**src/dbgwr_consts.vh**
```
`ifndef DBGWR_CONSTS_VH
`define DBGWR_CONSTS_VH

// command opcodes
`define DBGWR_OP_STORE_B     8'h10
`define DBGWR_OP_STORE_W     8'h14
`define DBGWR_OP_STORE_L     8'h18
`define DBGWR_OP_WS_BIT      0
`define DBGWR_OP_REG_BASE    4'h4
`define DBGWR_OP_SAMPLE_PC   8'h01
`define DBGWR_OP_CSR_WRITE   8'h0d
`define DBGWR_OP_WIPE        8'h95
`define DBGWR_OP_STEP        8'h09

// error fill byte and invalid register selectors
`define DBGWR_ERR_BYTE       8'hee
`define DBGWR_CRN_BAD_FIRST  4'hd

// control/status register fields
`define DBGWR_CSR_NO_RESPONSE_FLAG     0
`define DBGWR_CSR_ILLEGAL_ACCESS_FLAG     1
`define DBGWR_CSR_ILLEGAL_COMMAND_FLAG     2
`define DBGWR_CSR_WIPE       3
`define DBGWR_CSR_HALTED     4
`define DBGWR_CSR_ACKEN      8
`define DBGWR_CSR_CLKSTOP    9
`define DBGWR_CSR_FLAG_MASK  16'h0007
`define DBGWR_CSR_CTRL_MASK  16'h0300
`define DBGWR_CSR_RESET      16'h0000

// apb map
`define DBGWR_ADDR_CSR       12'h000
`define DBGWR_ADDR_PC        12'h004

// timing
`define DBGWR_DSC_DIV        8'd4
`define DBGWR_WIPE_TIMEOUT   10'd512

`endif

```
**src/dbgwr_core.v**
```verilog
// The implementer's own choices: the APB slave port and the address map.
`timescale 1ns/1ps
`include "dbgwr_consts.vh"

module dbgwr_core (
    input  wire        pclk,
    input  wire        presetn,
    input  wire        psel,
    input  wire        penable,
    input  wire        pwrite,
    input  wire [11:0] paddr,
    input  wire [31:0] pwdata,
    output reg  [31:0] prdata,
    output wire        pready,
    output wire        pslverr,
    input  wire        rx_valid,
    input  wire [7:0]  rx_byte,
    output wire        rx_ready,
    output reg         tx_valid,
    output reg  [7:0]  tx_byte,
    input  wire        tx_ready,
    output reg         ack_pulse,
    input  wire        sync_pulse,
    output reg         soft_reset,
    input  wire        cpu_halted,
    input  wire        cpu_in_wait,
    input  wire        cpu_in_stop,
    input  wire        external_stall_input,
    input  wire [23:0] cpu_pc_current,
    input  wire [23:0] cpu_pc_next,
    output reg         mem_req,
    output reg  [23:0] mem_addr,
    output reg  [31:0] mem_wdata,
    output reg  [1:0]  mem_size,
    input  wire        mem_done,
    input  wire        mem_abort,
    output reg         reg_wr,
    output reg  [3:0]  reg_sel,
    output reg  [31:0] reg_wdata,
    input  wire        reg_done,
    output reg         step_req,
    input  wire        step_done,
    output reg         flash_erase_req,
    input  wire        flash_erase_done
);

    localparam ST_IDLE  = 4'd0;
    localparam ST_ADDR  = 4'd1;
    localparam ST_DATA  = 4'd2;
    localparam ST_MEMW  = 4'd3;
    localparam ST_STAT  = 4'd4;
    localparam ST_RDATA = 4'd5;
    localparam ST_REGW  = 4'd6;
    localparam ST_PCTX  = 4'd7;
    localparam ST_CSRD  = 4'd8;
    localparam ST_STEPW = 4'd9;

    reg  [3:0]  state;
    reg  [2:0]  cnt;
    reg  [31:0] shreg;
    reg  [23:0] pc_tx;
    reg  [23:0] pc_last;
    reg         with_status;
    reg  [15:0] csr;
    reg  [7:0]  div_cnt;
    reg         wipe_armed;
    reg  [9:0]  wipe_timer;

    wire        dsc_tick = (div_cnt == `DBGWR_DSC_DIV - 8'd1);
    wire        rx_take  = rx_valid && rx_ready;
    wire        tx_free  = !tx_valid || tx_ready;
    wire        ack_en   = csr[`DBGWR_CSR_ACKEN];
    wire        apb_wr   = psel && penable && pwrite;
    wire        apb_map  = (paddr == `DBGWR_ADDR_CSR) || (paddr == `DBGWR_ADDR_PC);
    wire [31:0] next_shreg = {shreg[23:0], rx_byte};

    assign pready   = 1'b1;
    assign pslverr  = psel && penable && !apb_map;
    assign rx_ready = (state == ST_IDLE) || (state == ST_ADDR) || (state == ST_DATA) ||
                      (state == ST_RDATA) || (state == ST_CSRD);

    // bytes of payload per store size
    function [2:0] size_bytes;
        input [1:0] sz;
        begin
            case (sz)
                2'd0:    size_bytes = 3'd1;
                2'd1:    size_bytes = 3'd2;
                default: size_bytes = 3'd4;
            endcase
        end
    endfunction

    // command-side flag events, merged with clears below
    reg set_no_response_flag;
    reg set_illegal_access_flag;
    reg set_illegal_command_flag;
    reg set_wipe;
    reg csr_cmd_wr;

    always @(posedge pclk or negedge presetn) begin
        if (!presetn) begin
            div_cnt <= 8'd0;
        end else if (dsc_tick) begin
            div_cnt <= 8'd0;
        end else begin
            div_cnt <= div_cnt + 8'd1;
        end
    end

    // control/status: set wins over any clear landing in the same cycle
    reg [15:0] next_csr;
    always @* begin
        next_csr = csr;
        if (csr_cmd_wr) begin
            next_csr = (csr & ~(shreg[15:0] & `DBGWR_CSR_FLAG_MASK) & ~`DBGWR_CSR_CTRL_MASK) |
                       (shreg[15:0] & `DBGWR_CSR_CTRL_MASK);
        end else if (apb_wr && paddr == `DBGWR_ADDR_CSR) begin
            next_csr = (csr & ~(pwdata[15:0] & `DBGWR_CSR_FLAG_MASK) & ~`DBGWR_CSR_CTRL_MASK) |
                       (pwdata[15:0] & `DBGWR_CSR_CTRL_MASK);
        end
        if (flash_erase_done) begin
            next_csr[`DBGWR_CSR_WIPE] = 1'b0;
        end
        if (set_no_response_flag) begin
            next_csr[`DBGWR_CSR_NO_RESPONSE_FLAG] = 1'b1;
        end
        if (set_illegal_access_flag) begin
            next_csr[`DBGWR_CSR_ILLEGAL_ACCESS_FLAG] = 1'b1;
        end
        if (set_illegal_command_flag) begin
            next_csr[`DBGWR_CSR_ILLEGAL_COMMAND_FLAG] = 1'b1;
        end
        if (set_wipe) begin
            next_csr[`DBGWR_CSR_WIPE] = 1'b1;
        end
        next_csr[`DBGWR_CSR_HALTED] = cpu_halted;
    end

    always @(posedge pclk or negedge presetn) begin
        if (!presetn) begin
            csr <= `DBGWR_CSR_RESET;
        end else begin
            csr <= next_csr;
        end
    end

    always @(posedge pclk or negedge presetn) begin
        if (!presetn) begin
            prdata <= 32'h00000000;
        end else if (psel && !penable && !pwrite) begin
            case (paddr)
                `DBGWR_ADDR_CSR: prdata <= {16'h0000, csr};
                `DBGWR_ADDR_PC:  prdata <= {8'h00, pc_last};
                default:         prdata <= 32'h00000000;
            endcase
        end
    end

    // pc sample fails whenever the cpu cannot answer
    wire pc_timeout = cpu_in_wait || (cpu_in_stop && !csr[`DBGWR_CSR_CLKSTOP]) ||
                      external_stall_input;
    // halted or clocked stop: cpu reports the next address
    wire [23:0] pc_pick = (cpu_halted || cpu_in_stop) ? cpu_pc_next : cpu_pc_current;

    always @(posedge pclk or negedge presetn) begin
        if (!presetn) begin
            state           <= ST_IDLE;
            cnt             <= 3'd0;
            shreg           <= 32'h00000000;
            pc_tx           <= 24'h000000;
            pc_last         <= 24'h000000;
            with_status     <= 1'b0;
            tx_valid        <= 1'b0;
            tx_byte         <= 8'h00;
            ack_pulse       <= 1'b0;
            soft_reset      <= 1'b0;
            mem_req         <= 1'b0;
            mem_addr        <= 24'h000000;
            mem_wdata       <= 32'h00000000;
            mem_size        <= 2'd0;
            reg_wr          <= 1'b0;
            reg_sel         <= 4'h0;
            reg_wdata       <= 32'h00000000;
            step_req        <= 1'b0;
            flash_erase_req <= 1'b0;
            wipe_armed      <= 1'b0;
            wipe_timer      <= 10'd0;
            set_no_response_flag      <= 1'b0;
            set_illegal_access_flag      <= 1'b0;
            set_illegal_command_flag      <= 1'b0;
            set_wipe        <= 1'b0;
            csr_cmd_wr      <= 1'b0;
        end else begin
            ack_pulse       <= 1'b0;
            soft_reset      <= 1'b0;
            reg_wr          <= 1'b0;
            step_req        <= 1'b0;
            flash_erase_req <= 1'b0;
            set_no_response_flag      <= 1'b0;
            set_illegal_access_flag      <= 1'b0;
            set_illegal_command_flag      <= 1'b0;
            set_wipe        <= 1'b0;
            csr_cmd_wr      <= 1'b0;
            if (tx_valid && tx_ready) begin
                tx_valid <= 1'b0;
            end
            if (wipe_armed && dsc_tick) begin
                wipe_timer <= wipe_timer + 10'd1;
            end
            if (sync_pulse) begin
                // abort whatever is running, a pending wipe included
                soft_reset <= 1'b1;
                wipe_armed <= 1'b0;
                wipe_timer <= 10'd0;
                mem_req    <= 1'b0;
                tx_valid   <= 1'b0;
                state      <= ST_IDLE;
            end else if (wipe_armed && wipe_timer == `DBGWR_WIPE_TIMEOUT) begin
                soft_reset <= 1'b1;
                wipe_armed <= 1'b0;
                wipe_timer <= 10'd0;
                mem_req    <= 1'b0;
                tx_valid   <= 1'b0;
                state      <= ST_IDLE;
            end else begin
                case (state)
                    ST_IDLE: begin
                        // every opcode is decoded even while an erase runs
                        if (rx_take) begin
                            cnt <= 3'd0;
                            if (rx_byte != `DBGWR_OP_WIPE) begin
                                wipe_armed <= 1'b0;
                                wipe_timer <= 10'd0;
                            end
                            if (rx_byte == `DBGWR_OP_WIPE) begin
                                if (wipe_armed) begin
                                    set_wipe        <= 1'b1;
                                    flash_erase_req <= 1'b1;
                                    wipe_armed      <= 1'b0;
                                end else begin
                                    wipe_armed <= 1'b1;
                                end
                                wipe_timer <= 10'd0;
                            end else if ({rx_byte[7:4], rx_byte[1]} == 5'b00010 &&
                                         rx_byte[3:2] != 2'b11) begin
                                mem_size    <= rx_byte[3:2];
                                with_status <= rx_byte[`DBGWR_OP_WS_BIT];
                                state       <= ST_ADDR;
                            end else if (rx_byte[7:4] == `DBGWR_OP_REG_BASE) begin
                                reg_sel <= rx_byte[3:0];
                                state   <= ST_RDATA;
                            end else if (rx_byte == `DBGWR_OP_SAMPLE_PC) begin
                                pc_tx <= pc_timeout ? {3{`DBGWR_ERR_BYTE}} : pc_pick;
                                if (pc_timeout) begin
                                    set_no_response_flag <= 1'b1;
                                end else begin
                                    pc_last <= pc_pick;
                                end
                                ack_pulse <= ack_en;
                                state     <= ST_PCTX;
                            end else if (rx_byte == `DBGWR_OP_CSR_WRITE) begin
                                state <= ST_CSRD;
                            end else if (rx_byte == `DBGWR_OP_STEP) begin
                                if (cpu_halted) begin
                                    step_req <= 1'b1;
                                    state    <= ST_STEPW;
                                end
                            end
                        end
                    end
                    ST_ADDR: begin
                        if (rx_take) begin
                            shreg <= next_shreg;
                            cnt   <= cnt + 3'd1;
                            if (cnt == 3'd2) begin
                                mem_addr <= (mem_size == 2'd2) ?
                                            {next_shreg[23:2], 2'b00} : next_shreg[23:0];
                                cnt   <= 3'd0;
                                state <= ST_DATA;
                            end
                        end
                    end
                    ST_DATA: begin
                        if (rx_take) begin
                            shreg <= next_shreg;
                            cnt   <= cnt + 3'd1;
                            if (cnt == size_bytes(mem_size) - 3'd1) begin
                                mem_wdata <= (mem_size == 2'd0) ? {24'h000000, next_shreg[7:0]} :
                                             (mem_size == 2'd1) ? {16'h0000, next_shreg[15:0]} :
                                             next_shreg;
                                mem_req   <= 1'b1;
                                state     <= ST_MEMW;
                            end
                        end
                    end
                    ST_MEMW: begin
                        if (mem_done || mem_abort) begin
                            mem_req   <= 1'b0;
                            ack_pulse <= ack_en;
                            if (mem_abort) begin
                                set_illegal_access_flag <= 1'b1;
                            end
                            state <= with_status ? ST_STAT : ST_IDLE;
                        end
                    end
                    ST_STAT: begin
                        // next value, so an abort flag raised by this write is included
                        if (tx_free) begin
                            tx_valid <= 1'b1;
                            tx_byte  <= next_csr[7:0];
                            state    <= ST_IDLE;
                        end
                    end
                    ST_RDATA: begin
                        if (rx_take) begin
                            shreg <= next_shreg;
                            cnt   <= cnt + 3'd1;
                            if (cnt == 3'd3) begin
                                if (!cpu_halted) begin
                                    set_illegal_command_flag <= 1'b1;
                                    state      <= ST_IDLE;
                                end else if (reg_sel >= `DBGWR_CRN_BAD_FIRST) begin
                                    set_illegal_access_flag <= 1'b1;
                                    state      <= ST_IDLE;
                                end else begin
                                    reg_wdata <= next_shreg;
                                    reg_wr    <= 1'b1;
                                    state     <= ST_REGW;
                                end
                            end
                        end
                    end
                    ST_REGW: begin
                        if (reg_done) begin
                            ack_pulse <= ack_en;
                            state     <= ST_IDLE;
                        end
                    end
                    ST_PCTX: begin
                        if (tx_free) begin
                            tx_valid <= 1'b1;
                            tx_byte  <= pc_tx[23:16];
                            pc_tx    <= {pc_tx[15:0], 8'h00};
                            cnt      <= cnt + 3'd1;
                            if (cnt == 3'd2) begin
                                state <= ST_IDLE;
                            end
                        end
                    end
                    ST_CSRD: begin
                        if (rx_take) begin
                            shreg <= next_shreg;
                            cnt   <= cnt + 3'd1;
                            if (cnt == 3'd1) begin
                                csr_cmd_wr <= 1'b1;
                                state      <= ST_IDLE;
                            end
                        end
                    end
                    ST_STEPW: begin
                        if (step_done) begin
                            ack_pulse <= ack_en;
                            state     <= ST_IDLE;
                        end
                    end
                    default: begin
                        state <= ST_IDLE;
                    end
                endcase
            end
        end
    end

endmodule

```
**config.mk**
```make
export PLATFORM = sky130hd
export DESIGN_NAME = dbgwr_core
export DESIGN_NICKNAME = d
export VERILOG_FILES = /design/src/dbgwr_core.v
export VERILOG_INCLUDE_DIRS = /design/src
export SDC_FILE = /design/constraint.sdc
export NUM_CORES = 1
export LEC_CHECK = 0
export BUFFER_PORTS_ARGS = -buffer_cell sky130_fd_sc_hd__buf_2
export CORE_MARGIN = 2
export CORE_UTILIZATION = 54
export DETAILED_ROUTE_END_ITERATION = 8
export GPL_TIMING_DRIVEN = 0
export PLACE_DENSITY_LB_ADDON = 0.15
export RECOVER_POWER = 25
export SYNTH_ARGS = -nofsm -noshare
export SYNTH_HDL_FRONTEND = slang
export SYNTH_SLANG_ARGS = --single-unit
```
**constraint.sdc**
```tcl
create_clock -name pclk -period 3.4 [get_ports pclk]
set_clock_uncertainty 0.1 [all_clocks]
set_input_delay 0.68 -clock pclk [delete_from_list [all_inputs] [get_ports pclk]]
set_output_delay 0.68 -clock pclk [all_outputs]
set_load 0.02 [all_outputs]
```
==> key figures <==
Timing
  – RSZ-0062 raised after global routing: false
  – Tmin final: 3220 ps
  – Slew Viols, Final: 0
  – Final hold vios: 0
  – TNS Setup: 0 ps
  – Final setup viols: 0
  – F_max: 310 MHz
  – Slew HR: 8.36%
  – Worst Tran Pin Value: 1370 ps
  – PnR worst setup slack: 175 ps
  – Fin crit share: 94.8%

Layout
  – P&R area growth vs syn: 22.5%
  – Nets: 1350
  – Fraction of final layout cells with drive strength greater than 1: 33.7%
  – Fill cell count: 1511
  – Area occupied by multi-input gates: 0.00432 mm^2
  – Reg area: 0.00608 mm^2

Route
  – WL final: 28300 um
  – Mean number of vias per cell: 5.54
  – Routed via count: 8372
  – DR WL/cell: 18.8 um
  – DRT Pass-1 Iters: 5
  – Remaining DRCs: 0
  – Starting DRT DRC Count: 508
  – Routed Antenna Nets: 0

Floorplan
  – Core ar.: 0.0195 mm^2
  – I/O pin cnt: 261
  – Die height: 145 um
  – DIE AREA: 0.0210 mm^2
  – Initial core utilization: 55.2%
  – Row cnt: 51
  – Die width: 145 um

Status
  – Outcome: completed

Power
  – Peak supply drop: 446 uV
  – Power Density: 700 mW/mm^2
  – LEAKAGE: 6.63 nW

Critical path
  – Max stage delay on crit path: 530 ps
  – Crit path max-delay family: simple AND/OR/NAND/NOR gates
  – CP Data Required Time: 3710 ps
  – Slowest CP cell: or4_4
  – Biggest fanout along the worst timing path: 11
  – CP endpoint kind: flip-flop
  – Most used cell, CP: or4_4
  – Buf/Inv on CP: 3
  – Worst EP arrival: 3530 ps
  – Crit path kind: flip-flop to flip-flop
  – CP Cell Sequence: or2_2 -> buf_4 -> ha_1 -> xnor2_1 -> or4_4 -> or4_4 -> buf_6 -> clkbuf_1 -> nand2_1 -> o21ai_0
  – Worst setup SP type: flip-flop

Clock network
  – Clock-pin slew on the worst setup and hold paths: 60 ps
  – Clk Latency, worst-skew pair: 530 ps
  – CTS HTree Levels: 1
  – CTS Buf Count: 26
  – Clock sinks: 243
  – Deepest clock path buffer count: 3
  – CTS tree: done
  – CTS Root Cell: clkbuf_16

GRT
  – Initial antenna violation count: 2
  – Vias in the first global route: 8393
  – GR Overflow Total: 0
  – First-pass GRT wire length: 45700 um
  – Total global-route track usage: 26.9%
  – Maximum number of pins on one net before global-route repair: 104

Synthesis
  – Synthesized flop and latch total: 243
  – Yosys warns: 0
  – Mean Syn Cell Area: 11.1 um^2
  – Netlist Area Pre-Place: 0.0107 mm^2
  – Syn Inst Count: 963
  – Sequential share of the synthesized area: 56.6%
  – Async S/R FF share, synth: 100%
  – Synth Flop Type: dfrtp_1
  – Post-synth cell types: 59
  – Post-synth EDFFs: 0

Hold path
  – Hold Crit Class: primary input to flip-flop

Placement
  – Number of port buffers: 223
  – Post-Place Setup Slack: -93.7 ps
  – DP HPWL: 20600 um
  – Gpl congestion: 0.952

Job
  – Max Cap Violations: 0
[cells by family after synthesis]
kind of cell	after synthesis	share of synthesized area, %
and+or+nand+nor	317	13.9
xor gates and xnor gates	17	1.39
other	2	0.0700
DFF	243	56.6
AOI/OAI and AO/OA	154	9.02
buffers and inverters	82	3.45
muxes	139	14.4
adders and majority gates	9	1.05
[where the power goes]
group,internal (mW),total [mW],switching (mW),leakage (nW)
sequential,3.43,3.89,0.461,3.28
clock,1.71,2.86,1.16,0.421
combinational,1.00,2.44,1.44,2.93
total,6.14,9.20,3.06,6.63
[Yosys cell counts, types with 8 or more instances]
cell | number | share of area, %
a21oi_1 | 19 | 0.89
mux2_2 | 119 | 12
mux2i_1 | 18 | 1.7
nor2b_1 | 8 | 0.47
nor3_1 | 16 | 0.75
o21ai_0 | 66 | 3.1
nand3_1 | 33 | 1.5
nor4_1 | 8 | 0.47
dfrtp_1 | 243 | 57
o22ai_1 | 14 | 0.82
buf_4 | 11 | 0.77
xnor2_1 | 14 | 1.1
clkbuf_1 | 47 | 1.6
ha_1 | 9 | 1.0
nor2_1 | 55 | 1.9
a21o_1 | 8 | 0.56
a211oi_1 | 12 | 0.84
nand2_1 | 147 | 5.1
inv_1 | 17 | 0.59
[state kept, by name, indices dropped and copies added, names as in the netlist, 3 cells and up]
signal / flops
div_cnt: 8
pc_tx: 24
wipe_timer: 10
mem_addr: 24
state: 4
prdata: 24
cnt: 3
csr: 7
pc_last: 24
reg_wdata: 32
mem_wdata: 32
reg_sel: 4
tx_byte: 8
shreg: 24
[layout make-up]
class / instances / area share, %
Antenna cell: 2 / 0.0381
Timing Repair Buffer: 226 / 8.85
Clock inverter: 13 / 1.24
Multi-Input combinational cell: 645 / 32.9
Tap cell: 265 / 2.52
Clock buffer: 34 / 5.41
Inverter: 17 / 0.485
Buffer: 65 / 2.35
Sequential cell: 243 / 46.3
[per-layer routing]
layer	up-vias	share of wire [%]	GRT usage [%]
li1	3887	-	-
met2	321	48	45.1
met4	0	1.7	6.14
met1	4123	43	36.3
met5	-	0	0
met3	41	7.4	5.66
[path summary, 6_finish.rpt]
kind,start,endpoint,slack (ps),cells past startpoint
worst max register to register,mem_size[0],mem_wdata[11],180,10
worst max-delay path,mem_size[0],mem_wdata[11],180,10
worst min register to register,prdata[23],prdata[23],360,2
min in group asynchronous,presetn,pc_last[19],530,2
worst min-delay path,pwdata[9],csr[9],360,3
max in group asynchronous,presetn,shreg[13],700,4
[worst register-to-register path, stage by stage (launching register included)]
cell and delay, ps:
dfrtp_1 410, or2_2 300, buf_4 190, ha_1 310, xnor2_1 130, or4_4 530
or4_4 470, buf_6 180, clkbuf_1 250, nand2_1 140, o21ai_0 90
[placed cells by master (no fill, tap or decap), types with 11 or more instances in the layout]
| master | instances |
|---|---|
| dfrtp_1 | 243 |
| buf_2 | 221 |
| nand2_1 | 147 |
| mux2_2 | 119 |
| o21ai_0 | 66 |
| clkbuf_1 | 56 |
| nor2_1 | 55 |
| nand3_1 | 33 |
| clkbuf_16 | 26 |
| a21oi_1 | 19 |
| mux2i_1 | 18 |
| inv_1 | 17 |
| nor3_1 | 16 |
| xnor2_1 | 14 |
| o22ai_1 | 14 |
| buf_4 | 11 |
| a211oi_1 | 11 |
[through the flow]
stage / hold WS (ps) / util, % / std cells / area [um^2] / power (mW)
floorplan: 284 / - / 970 / 10800 / 5.45
global placement: 344 / 62.7 / 1458 / 12200 / 6.29
detailed placement: 350 / 63.1 / 1460 / 12300 / 6.35
CTS: 302 / 67.6 / 1508 / 13200 / 9.22
global route: 367 / 67.5 / 1508 / 13100 / 9.63
finish: 356 / 67.6 / 1510 / 13100 / 9.20
[timing repair]
item / in CTS / in global routing
setup endpoints to repair: 6 / 8
hold buffers: 1 / 0
hold endpoints to repair: 41 / 0
resized for setup: 1 / 4
setup buffers: 0 / 0
No activity file was read; power rests on OpenSTA's default activity.
